[src/logic/itd_pkg.sv]
// Behaviour
// RULE_01 - Program must begin with inline-header descriptor
// RULE_02 - Inline-header byte count is eight
// RULE_03 - Header taken from descriptor's lower area; code reads it from byte 10h, the upper half of the inline descriptor
// RULE_04 - First final zero-count descriptor skips cycle
// RULE_05 - Opcode 0h continues, 1h finishes packet
// RULE_06 - Variant 0h buffer, 2h inline, 6h store
// RULE_07 - Writeback flag gates status store on finals
// RULE_08 - Interrupt select 11b raises transmit event
// RULE_09 - Buffer descriptors move requested bytes out
// RULE_10 - Store writes zero-padded halfword to pointer
// RULE_11 - Next-block pointer used only when count nonzero
// RULE_12 - Bus reset or lost cycle resumes at recovery
// RULE_13 - Next-block count zero ends, else block size
// RULE_14 - Count one only before zero-count final
// RULE_15 - Completion status mirrors control register layout
// RULE_16 - Completion time from cycle and seconds bits
// RULE_17 - Only five descriptor types valid, others rejected
// RULE_18 - Software checks active, loads pointer, sets run
// RULE_19 - Loaded count is descriptors plus one
// RULE_20 - Interrupt on select 11b/01b with mask set
// RULE_21 - Branch control field always all ones
// RULE_22 - After final, follow next block or stop
package itd_pkg;

  // Register byte offsets
  localparam logic [7:0] OFF_CTRL = 8'h00;
  localparam logic [7:0] OFF_PROG = 8'h04;
  localparam logic [7:0] OFF_EVENT = 8'h08;
  localparam logic [7:0] OFF_MASK = 8'h0C;

  // Control register layout, also the completion status layout
  localparam int CTL_RUN_BIT = 15;
  localparam int CTL_DEAD_BIT = 11;
  localparam int CTL_ACTIVE_BIT = 10;
  localparam logic [4:0] EVT_NONE = 5'h00;
  localparam logic [4:0] EVT_DONE = 5'h11;
  localparam logic [4:0] EVT_SKIPPED = 5'h0D;
  localparam logic [4:0] EVT_BAD_DESC = 5'h0E;
  localparam logic [4:0] EVT_RECOVER = 5'h0F;

  // Descriptor word 0 fields
  localparam int OPC_MSB = 31;
  localparam int OPC_LSB = 28;
  localparam int WB_BIT = 27;
  localparam int VAR_MSB = 26;
  localparam int VAR_LSB = 24;
  localparam int ISEL_MSB = 21;
  localparam int ISEL_LSB = 20;
  localparam int REQ_MSB = 15;
  localparam int REQ_LSB = 0;
  localparam logic [3:0] OPC_CONT = 4'h0;
  localparam logic [3:0] OPC_FINAL = 4'h1;
  localparam logic [2:0] VAR_BUF = 3'h0;
  localparam logic [2:0] VAR_INLINE = 3'h2;
  localparam logic [2:0] VAR_STORE = 3'h6;
  localparam logic [1:0] ISEL_EVT = 2'h3;
  localparam logic [1:0] ISEL_ALT = 2'h1;

  // Descriptor geometry
  localparam logic [1:0] DESC_LAST_IDX = 2'h3;
  localparam logic [31:0] DESC_BYTES = 32'h0000_0010;
  localparam logic [31:0] INLINE_BYTES = 32'h0000_0020;
  localparam logic [31:0] HDR_OFS = 32'h0000_0010;
  localparam logic [31:0] WB_OFS = 32'h0000_000C;
  localparam logic [31:0] WORD_BYTES = 32'h0000_0004;
  localparam logic [15:0] HDR_BYTES = 16'h0008;
  localparam logic [15:0] WORD_CNT = 16'h0004;
  localparam logic [3:0] INLINE_SLOTS = 4'h2;
  localparam logic [3:0] PLAIN_SLOTS = 4'h1;

  typedef enum logic [3:0] {
    ST_IDLE = 4'b0000,
    ST_FETCH = 4'b0001,
    ST_DECODE = 4'b0010,
    ST_READ = 4'b0011,
    ST_PUSH = 4'b0100,
    ST_STORE = 4'b0101,
    ST_FIN = 4'b0110,
    ST_WB = 4'b0111,
    ST_LINK = 4'b1000
  } itd_state_t;

endpackage

[src/logic/itd_engine.sv]
// Chosen here: the address map and register access over AHB-Lite.
`timescale 1ns/1ns
module itd_engine
  import itd_pkg::*;
(
  input wire logic MCLK,
  input wire logic RESETN,
  input wire logic HSEL,
  input wire logic [31:0] HADDR,
  input wire logic [1:0] HTRANS,
  input wire logic HWRITE,
  input wire logic [2:0] HSIZE,
  input wire logic [31:0] HWDATA,
  input wire logic HREADY,
  output logic [31:0] HRDATA,
  output logic HREADYOUT,
  output logic HRESP,
  output logic MEM_REQ,
  output logic MEM_WRITE,
  output logic [31:0] MEM_ADDR,
  output logic [31:0] MEM_WDATA,
  input wire logic MEM_ACK,
  input wire logic [31:0] MEM_RDATA,
  output logic TXB_VALID,
  output logic [31:0] TXB_DATA,
  output logic TXB_LAST,
  input wire logic TXB_READY,
  input wire logic BUS_RESET,
  input wire logic CYCLE_LOST,
  input wire logic [12:0] CYCLE_NUMBER,
  input wire logic [6:0] SECONDS_COUNT,
  output logic IRQ
);

  typedef struct packed {
    itd_state_t state;
    logic ahb_wr;
    logic [7:0] ahb_ofs;
    logic [31:0] rdata;
    logic run;
    logic active;
    logic dead;
    logic [4:0] evcode;
    logic evt;
    logic mask;
    logic [27:0] prog_addr;
    logic [3:0] prog_cnt;
    logic [31:0] cur;
    logic [3:0] remain;
    logic first;
    logic [3:0][31:0] desc;
    logic [1:0] widx;
    logic [31:0] dptr;
    logic [15:0] dleft;
    logic [27:0] recov;
    logic [3:0] recov_cnt;
    logic recov_ok;
    logic mreq;
    logic mwe;
    logic [31:0] maddr;
    logic [31:0] mwdata;
    logic txv;
    logic txl;
    logic [31:0] txd;
    logic [2:0] brs;
    logic [2:0] cls;
    logic brf;
    logic clf;
  } itd_st_t;

  itd_st_t r;
  itd_st_t n;

  function automatic logic [31:0] ctrl_word(input itd_st_t s);
    logic [31:0] w;
    w = 32'h0000_0000;
    w[CTL_RUN_BIT] = s.run;
    w[CTL_DEAD_BIT] = s.dead;
    w[CTL_ACTIVE_BIT] = s.active;
    w[4:0] = s.evcode;
    return w;
  endfunction

  logic [3:0] opc;
  logic [2:0] vsel;
  logic [15:0] req;
  logic [1:0] isel;
  logic [3:0] zcnt;
  logic is_inline;
  logic is_final;
  logic desc_ok;
  logic restart_ev;
  logic [3:0] slots;
  logic [31:0] ctl_w;

  always_comb begin
    opc = r.desc[0][OPC_MSB:OPC_LSB];
    vsel = r.desc[0][VAR_MSB:VAR_LSB];
    req = r.desc[0][REQ_MSB:REQ_LSB];
    isel = r.desc[0][ISEL_MSB:ISEL_LSB];
    zcnt = r.desc[2][3:0];
    ctl_w = ctrl_word(r);
    is_inline = (vsel == VAR_INLINE);
    is_final = (opc == OPC_FINAL);
    // RULE_17 five accepted types
    desc_ok = ((vsel == VAR_BUF || vsel == VAR_INLINE) && (opc == OPC_CONT || opc == OPC_FINAL))
      || (vsel == VAR_STORE && opc == OPC_CONT);
    slots = is_inline ? INLINE_SLOTS : PLAIN_SLOTS;
    // RULE_12 filtered restart events
    restart_ev = ((r.brs[1] == r.brs[2]) && r.brs[2] && !r.brf)
      || ((r.cls[1] == r.cls[2]) && r.cls[2] && !r.clf);

    n = r;

    // Pin synchronisers, change taken when stages two and three agree
    n.brs = {r.brs[1:0], BUS_RESET};
    n.cls = {r.cls[1:0], CYCLE_LOST};
    if (r.brs[1] == r.brs[2]) begin
      n.brf = r.brs[2];
    end
    if (r.cls[1] == r.cls[2]) begin
      n.clf = r.cls[2];
    end

    // Register writes in the data phase
    n.ahb_wr = 1'b0;
    if (r.ahb_wr) begin
      case (r.ahb_ofs)
        OFF_CTRL: begin
          n.run = HWDATA[CTL_RUN_BIT];
          n.dead = 1'b0;
        end
        OFF_PROG: begin
          n.prog_addr = HWDATA[31:4];
          n.prog_cnt = HWDATA[3:0];
        end
        OFF_EVENT: begin
          if (HWDATA[0]) begin
            n.evt = 1'b0;
          end
        end
        OFF_MASK: begin
          n.mask = HWDATA[0];
        end
        default: begin
        end
      endcase
    end

    // Transmit buffer handshake
    if (r.txv && TXB_READY) begin
      n.txv = 1'b0;
      n.txl = 1'b0;
    end

    case (r.state)
      ST_IDLE: begin
        n.active = 1'b0;
        n.mreq = 1'b0;
        n.mwe = 1'b0;
        // RULE_19 count loaded from pointer
        if (r.run && !r.dead && r.prog_cnt != 4'h0) begin
          n.active = 1'b1;
          n.cur = {r.prog_addr, 4'h0};
          n.remain = r.prog_cnt;
          n.first = 1'b1;
          n.widx = 2'h0;
          n.recov_ok = 1'b0;
          n.evcode = EVT_NONE;
          n.state = ST_FETCH;
        end
      end
      ST_FETCH: begin
        if (!r.mreq) begin
          n.mreq = 1'b1;
          n.mwe = 1'b0;
          n.maddr = r.cur + {28'h000_0000, r.widx, 2'h0};
        end else if (MEM_ACK) begin
          n.mreq = 1'b0;
          n.desc[r.widx] = MEM_RDATA;
          n.widx = r.widx + 2'h1;
          if (r.widx == DESC_LAST_IDX) begin
            n.state = ST_DECODE;
          end
        end
      end
      ST_DECODE: begin
        n.first = 1'b0;
        if (!desc_ok) begin
          // RULE_17 invalid type stops context
          n.dead = 1'b1;
          n.evcode = EVT_BAD_DESC;
          n.state = ST_IDLE;
        end else begin
          // RULE_12 recovery pointer latched
          if (r.first && (is_inline || (is_final && vsel == VAR_BUF && req == 16'h0000))) begin
            n.recov = r.desc[2][31:4];
            n.recov_cnt = r.desc[2][3:0];
            n.recov_ok = 1'b1;
          end
          // RULE_06 variant selects handling
          case (vsel)
            VAR_INLINE: begin
              // RULE_03 header from descriptor body
              n.dptr = r.cur + HDR_OFS;
              n.dleft = HDR_BYTES;
              n.state = ST_READ;
            end
            VAR_STORE: begin
              n.state = ST_STORE;
            end
            default: begin
              // RULE_09 payload from buffer pointer
              n.dptr = r.desc[1];
              n.dleft = req;
              // RULE_04 zero count sends nothing
              n.state = (req == 16'h0000) ? ST_FIN : ST_READ;
            end
          endcase
        end
      end
      ST_READ: begin
        if (!r.mreq) begin
          n.mreq = 1'b1;
          n.mwe = 1'b0;
          n.maddr = r.dptr;
        end else if (MEM_ACK) begin
          n.mreq = 1'b0;
          n.txd = MEM_RDATA;
          n.txv = 1'b1;
          // RULE_05 final marks packet end
          n.txl = is_final && (r.dleft <= WORD_CNT);
          n.dptr = r.dptr + WORD_BYTES;
          n.dleft = (r.dleft > WORD_CNT) ? r.dleft - WORD_CNT : 16'h0000;
          n.state = ST_PUSH;
        end
      end
      ST_PUSH: begin
        if (r.txv && TXB_READY) begin
          n.state = (r.dleft == 16'h0000) ? ST_FIN : ST_READ;
        end
      end
      ST_STORE: begin
        // RULE_10 zero-padded halfword write
        if (!r.mreq) begin
          n.mreq = 1'b1;
          n.mwe = 1'b1;
          n.maddr = r.desc[1];
          n.mwdata = {16'h0000, r.desc[0][15:0]};
        end else if (MEM_ACK) begin
          n.mreq = 1'b0;
          n.mwe = 1'b0;
          n.state = ST_FIN;
        end
      end
      ST_FIN: begin
        n.widx = 2'h0;
        if (is_final) begin
          n.evcode = (req == 16'h0000 && vsel == VAR_BUF) ? EVT_SKIPPED : EVT_DONE;
          // RULE_07 writeback only when flagged
          n.state = r.desc[0][WB_BIT] ? ST_WB : ST_LINK;
        end else begin
          n.cur = r.cur + (is_inline ? INLINE_BYTES : DESC_BYTES);
          n.remain = (r.remain > slots) ? r.remain - slots : 4'h0;
          if (n.remain == 4'h0) begin
            n.run = 1'b0;
            n.state = ST_IDLE;
          end else begin
            n.state = ST_FETCH;
          end
        end
      end
      ST_WB: begin
        if (!r.mreq) begin
          n.mreq = 1'b1;
          n.mwe = 1'b1;
          n.maddr = r.cur + WB_OFS;
          // RULE_15 status in control layout
          // RULE_16 seconds low bits with cycle
          n.mwdata = {ctl_w[15:0], SECONDS_COUNT[2:0], CYCLE_NUMBER};
        end else if (MEM_ACK) begin
          n.mreq = 1'b0;
          n.mwe = 1'b0;
          n.state = ST_LINK;
        end
      end
      ST_LINK: begin
        // RULE_08 event on select code
        // RULE_20 select 11b or 01b
        if (isel == ISEL_EVT || isel == ISEL_ALT) begin
          n.evt = 1'b1;
        end
        // RULE_22 follow block or stop
        // RULE_13 zero count ends program
        if (zcnt == 4'h0) begin
          n.run = 1'b0;
          n.state = ST_IDLE;
        end else begin
          // RULE_11 pointer used when count nonzero
          n.cur = {r.desc[2][31:4], 4'h0};
          n.remain = zcnt;
          n.first = 1'b1;
          n.state = ST_FETCH;
        end
      end
      default: begin
        n.state = ST_IDLE;
      end
    endcase

    // RULE_12 resume at recovery pointer
    if (r.active && restart_ev && r.recov_ok && r.state != ST_IDLE) begin
      n.cur = {r.recov, 4'h0};
      n.remain = r.recov_cnt;
      n.first = 1'b1;
      n.widx = 2'h0;
      n.mreq = 1'b0;
      n.mwe = 1'b0;
      n.txv = 1'b0;
      n.txl = 1'b0;
      n.evcode = EVT_RECOVER;
      n.state = (r.recov_cnt == 4'h0) ? ST_IDLE : ST_FETCH;
    end

    // Software stop drops any memory request, not a pending transmit word
    if (!n.run && r.state != ST_IDLE) begin
      n.mreq = 1'b0;
      n.mwe = 1'b0;
      n.state = ST_IDLE;
    end

    // Address phase, read data taken after this cycle's updates
    if (HSEL && HTRANS[1] && HREADY) begin
      n.ahb_wr = HWRITE;
      n.ahb_ofs = HADDR[7:0];
      case (HADDR[7:0])
        OFF_CTRL: n.rdata = ctrl_word(n);
        OFF_PROG: n.rdata = {n.prog_addr, n.prog_cnt};
        OFF_EVENT: n.rdata = {31'h0000_0000, n.evt};
        OFF_MASK: n.rdata = {31'h0000_0000, n.mask};
        default: n.rdata = 32'h0000_0000;
      endcase
    end
  end

  always_ff @(posedge MCLK or negedge RESETN) begin
    if (!RESETN) begin
      r <= '0;
    end else begin
      r <= n;
    end
  end

  assign HRDATA = r.rdata;
  assign HREADYOUT = 1'b1;
  assign HRESP = 1'b0;
  assign MEM_REQ = r.mreq;
  assign MEM_WRITE = r.mwe;
  assign MEM_ADDR = r.maddr;
  assign MEM_WDATA = r.mwdata;
  assign TXB_VALID = r.txv;
  assign TXB_DATA = r.txd;
  assign TXB_LAST = r.txl;
  // RULE_20 masked host interrupt
  assign IRQ = r.evt & r.mask;

endmodule

[config.mk]
export PLATFORM = sky130hd
export DESIGN_NAME = itd_engine
export DESIGN_NICKNAME = d
export VERILOG_FILES = /design/src/logic/itd_pkg.sv /design/src/logic/itd_engine.sv
export SDC_FILE = /design/constraint.sdc
export NUM_CORES = 1
export LEC_CHECK = 0
export ABC_CLOCK_PERIOD_IN_PS = 4300
export BUFFER_PORTS_ARGS = -buffer_cell sky130_fd_sc_hd__buf_2
export CELL_PAD_IN_SITES_DETAIL_PLACEMENT = 1
export CELL_PAD_IN_SITES_GLOBAL_PLACEMENT = 1
export CORE_AREA = 2 2 277 169
export DETAILED_ROUTE_END_ITERATION = 10
export DIE_AREA = 0 0 279 171
export PLACE_DENSITY_LB_ADDON = 0.2
export SYNTH_ARGS = -nofsm -noshare
export SYNTH_HDL_FRONTEND = slang
export SYNTH_SLANG_ARGS = --single-unit
[constraint.sdc]
create_clock -name MCLK -period 4.3 [get_ports MCLK]
set_clock_uncertainty 0.15 [all_clocks]
set_input_delay 0.645 -clock MCLK [delete_from_list [all_inputs] [get_ports MCLK]]
set_output_delay 0.645 -clock MCLK [all_outputs]
set_load 0.01 [all_outputs]
# == Word-level counts from Yosys, hierarchy flattened ==
# Index checks and enable logic that the tools add are counted.
# word_totals
reg_bits,443
in_bits,130
wordCells,258
# classes
bitwise_logic,1
n_reduce_logical,64
eq_ne,51
addsub,8
n_lt_le_gt_ge,5
mux,93
# op_table
operator,count
case mux 32 bit (4 select lines),2
case mux 48 bit (2 select lines),2
two-way mux 34 bit,4
bitwise mux 128 bit,1
two-way mux 64 bit,2
two-way mux 37 bit,3
case mux 36 bit (3 select lines),1
two-way mux 33 bit,3
two-way mux 48 bit,2
two-way mux 81 bit,1
two-way mux 4 bit,17
demux 32 bit (select 2 bit),1
two-way mux 32 bit,2
case mux 32 bit (2 select lines),1
inequality test 4 bit (second input constant),13
two-way mux 41 bit,1
two-way mux 36 bit,1
case mux 4 bit (9 select lines),1
adder 32 x 3 -> 32 bit (second input constant),1
adder 32 x 4 -> 32 bit,1
adder 32 x 4 -> 32 bit (second input constant),1
adder 32 x 5 -> 32 bit (second input constant),1
adder 32 x 6 -> 32 bit,1
== test 8 x 4 -> 1 bit (second input constant),4
other kinds (49),155

# == Depth between registers and ports, before layout ==
# logic_depth
word_depth,12
depth_mapped,13

# == Worst setup path after synthesis ==
# OpenSTA, ideal clock, no wires.
# synth_timing
path_type,reg2reg
from,register r[217] in the netlist's numbering
to,register r[440] in the netlist's numbering
arrival_ns,3.151
stages_incl_launch_ff,14
path_slack_ns,0.877
cell_sequence,dfrtp_1 > nor2_1 > nand2_1 > clkbuf_1 > clkbuf_1 > ha_1 > inv_1 > fa_1 > a21boi_0 > o31a_2 > a32oi_2 > a21oi_2 > or2_2 > a32o_1
# synth_lines
element,line,source
from (decl),itd_engine.sv:71,itd_st_t r;
from (signal assigned),itd_engine.sv:350,r <= n;

==> impl_metrics.csv <==
group,metric,value,unit
status,outcome,"finished, final reports clean",
drt,drt_iter0_drc,1242,
timing,fin_crit_sh,0.803,
cts,cts-htree-levels,2,
global_routing,grtUsageMet3,0.0520,
cts,cts-root-buf,"clkbuf_16",
cells_and_area,num-fill-cells,5035,
yosys,synthFlopType,"dfrtp_1",
timing,slew_violations,0,
drt,avgViaCountPerCell,6.11,
global_routing,grt_pass1_vias,16800,
timing,tightestPinTransition,0.947,ns
global_routing,grt_usage,0.291,
power_and_ir_drop,finalPower,14400,µW
cells_and_area,area.growth.synth_to_final,9.83,%
yosys,synth_seq_cells,392,
cts,cts_inserted_buffers,40,
global_routing,grtUsageMet1,0.428,
place,io_buffer_count,222,
drt,vias,16500,
place,dp.cells,2634,
drt,drtPass1Iterations,5,
timing,fmaxAchievable,290,MHz
die,row_count,61,
drt,wl_per_cell,25.6,µm
cts,tritoncts,"done",
drt,wirelength,69200,µm
worst_setup_path,setup.worst_path.start_class,"flop",
yosys,ys_seq_area_frac,0.476,
cells_and_area,multiInputGateArea,9120,µm²
worst_hold_path,min_path_type,"primary input to asynchronous set/reset pin",
worst_setup_path,crit_required,4.59,ns
worst_setup_path,crit_path_end_kind,"flop",
timing,max_slew_margin,0.368,
worst_setup_path,path_class,"flop to flop",
die,pin_count,265,
cts,cts_sinks,392,
worst_setup_path,r2r_cells,11,
yosys,avgSynthCellArea,10.1,µm²
die,die_h,171,µm
global_routing,grt_max_degree,99,
worst_setup_path,rrSetupSlack,0.85,ns
yosys,synth_area,20600,µm²
drt,ant_nets,0,
timing,period_needed,3.45,ns
cts,path_clk_slew,0.06,ns
power_and_ir_drop,ir_worst_vdd,0.000299,V
place,placed_area,21300,µm²
global_routing,busiest_layer,"met2",
cells_and_area,fin_area,22600,µm²
worst_setup_path,worstPathMaxFanout,7,
cells_and_area,finalNonFillerCells,2704,
place,hpwl,49400,µm
yosys,ys_warn_count,0,
global_routing,grt_pass1_wl,106000,µm
cells_and_area,seq_area,9810,µm²
global_routing,use_met2,0.445,
cts,cts_buffer_depth,3,
cells_and_area,final_nets,2224,
cts,post-cts-setup-buffers,0,
die,die_area,47700,µm²
cells_and_area,layout-drive-gt1-share,0.258,
cts,clock_latency,0.56,ns
timing,final_hold_viol_count,0,
global_routing,antenna_found_initial,3,
timing,grt_setup_unrepaired,"false",
global_routing,overflow,0,
timing,setup_violations,0,
cts,cts_resized,0,
die,core,45600,µm²
cts,ctsHoldBuffers,0,
die,die_x,279,µm
timing,setup_tns,0,ns
place,routabilityCongestion,0.909,
yosys,netlist-cell-type-count,101,
job,maxCapViolCount,0,
drt,drc,0,
cells_and_area,antenna_cells,0,
power_and_ir_drop,power_leakage,0.0103,µW
yosys,synth_edf_count,0,
yosys,synthCells,2031,
die,start_util,0.452,
timing,hold_slack,0.00516,ns
yosys,async_flop_share,1.00,
power_and_ir_drop,powerDensity,635,nW/µm²
worst_setup_path,critical_path_arrival,3.74,ns
==> metal layers <==
| metal | wire (µm) | part of all wire |
|---|---|---|
| met1 | 32400 | 0.47 |
| met2 | 30700 | 0.44 |
| met3 | 4540 | 0.066 |
| met4 | 1440 | 0.021 |
| met5 | 13 | 0.00019 |
==> worst paths after layout <==
path | from | end
worst min register to register | n[6] | n[7]
worst max-delay path | r[217] | r[440]
worst max register to register | r[217] | r[440]
min in group MCLK | CYCLE_LOST | n[3]
max in group asynchronous | RESETN | TXB_DATA[20]
worst min-delay path | RESETN | MEM_WDATA[9]
==> layout make-up <==
cell class | count | area share
multi-input cells | 1348 | 0.403
well taps | 598 | 0.0330
clock buffers | 57 | 0.0516
inverters | 29 | 0.00481
clock inverters | 13 | 0.00829
flip-flops and latches | 392 | 0.433
repair buffers | 267 | 0.0661
==> critical path, cell delays in order (launching register included) <==
cell      delay, ns
dfrtp_1        0.48
nor2_1         0.08
nand2_1        0.33
ha_1           0.25
inv_1          0.05
fa_1           0.44
a21boi_0       0.16
o31a_2         0.34
a32oi_2        0.27
a21oi_2        0.18
or2_2          0.34
a32o_1         0.26
==> cell usage after synthesis, types with 24 or more instances <==
| library cell | instances | area, µm² |
|---|---|---|
| a32o_1 | 26 | 260 |
| dfrtp_1 | 392 | 9810 |
| clkbuf_1 | 64 | 240 |
| a31oi_1 | 37 | 231 |
| nor3_1 | 30 | 150 |
| o21ai_0 | 109 | 546 |
| nand3_1 | 66 | 330 |
| nand2_1 | 275 | 1030 |
| mux2i_1 | 24 | 240 |
| xnor2_1 | 31 | 272 |
| buf_4 | 137 | 1030 |
| nor2_1 | 104 | 390 |
| o21ai_1 | 34 | 170 |
| inv_1 | 27 | 101 |
| buf_2 | 50 | 250 |
| a22oi_1 | 46 | 345 |
| mux2_4 | 30 | 450 |
| a21oi_1 | 69 | 345 |
| mux2_2 | 135 | 1520 |
==> power by group <==
group / switching [µW] / leakage [µW] / internal, µW
logic: 2840 / 0.00461 / 1800
registers: 1340 / 0.00508 / 4700
clock network: 1550 / 0.000655 / 2140
total: 5740 / 0.0103 / 8640
==> cell usage in the layout, fill, tap and decap left out, drive strengths merged, types with 10 or more instances in the layout <==
cell      n
dfrtp   392
nand2   276
buf     267
mux2    165
o21ai   143
nor2    109
a21oi    72
nand3    67
clkbuf   57
a22oi    46
a31oi    37
nor3     34
xnor2    31
inv      28
a32o     26
nor4     26
mux2i    24
o211ai   21
nand4    21
and3     19
a221oi   15
ha       14
o22ai    13
xor2     12
a211o    11
a211oi   11
conb     10
or3      10
==> state kept, by name, indices dropped and copies added (netlist names), 4 cells and up <==
signal / flops
TXB_DATA: 32
opc: 4
MEM_WDATA: 24
ctl_w: 8
n: 4
HRDATA: 32
r: 251
MEM_ADDR: 32
==> cells by family after synthesis <==
kind of cell,after synthesis,synth area share
buffers and inverters,299,0.0850
adder cells (fa/ha/maj),17,0.0110
multiplexers,189,0.107
other,2,0.000364
XOR/XNOR,43,0.0183
AO/OA/AOI/OAI,469,0.155
flip-flops,392,0.476
AND/OR/NAND/NOR,620,0.148
==> stage by stage <==
stage | utilization | worst slack, ns
after floorplan | - | 0.877
after global placement | 0.467 | 1.05
after detailed placement | 0.467 | 0.929
after CTS | 0.497 | 0.893
after global routing | 0.497 | 0.741
final | 0.497 | 0.848
No activity file was read; power rests on OpenSTA's default activity.
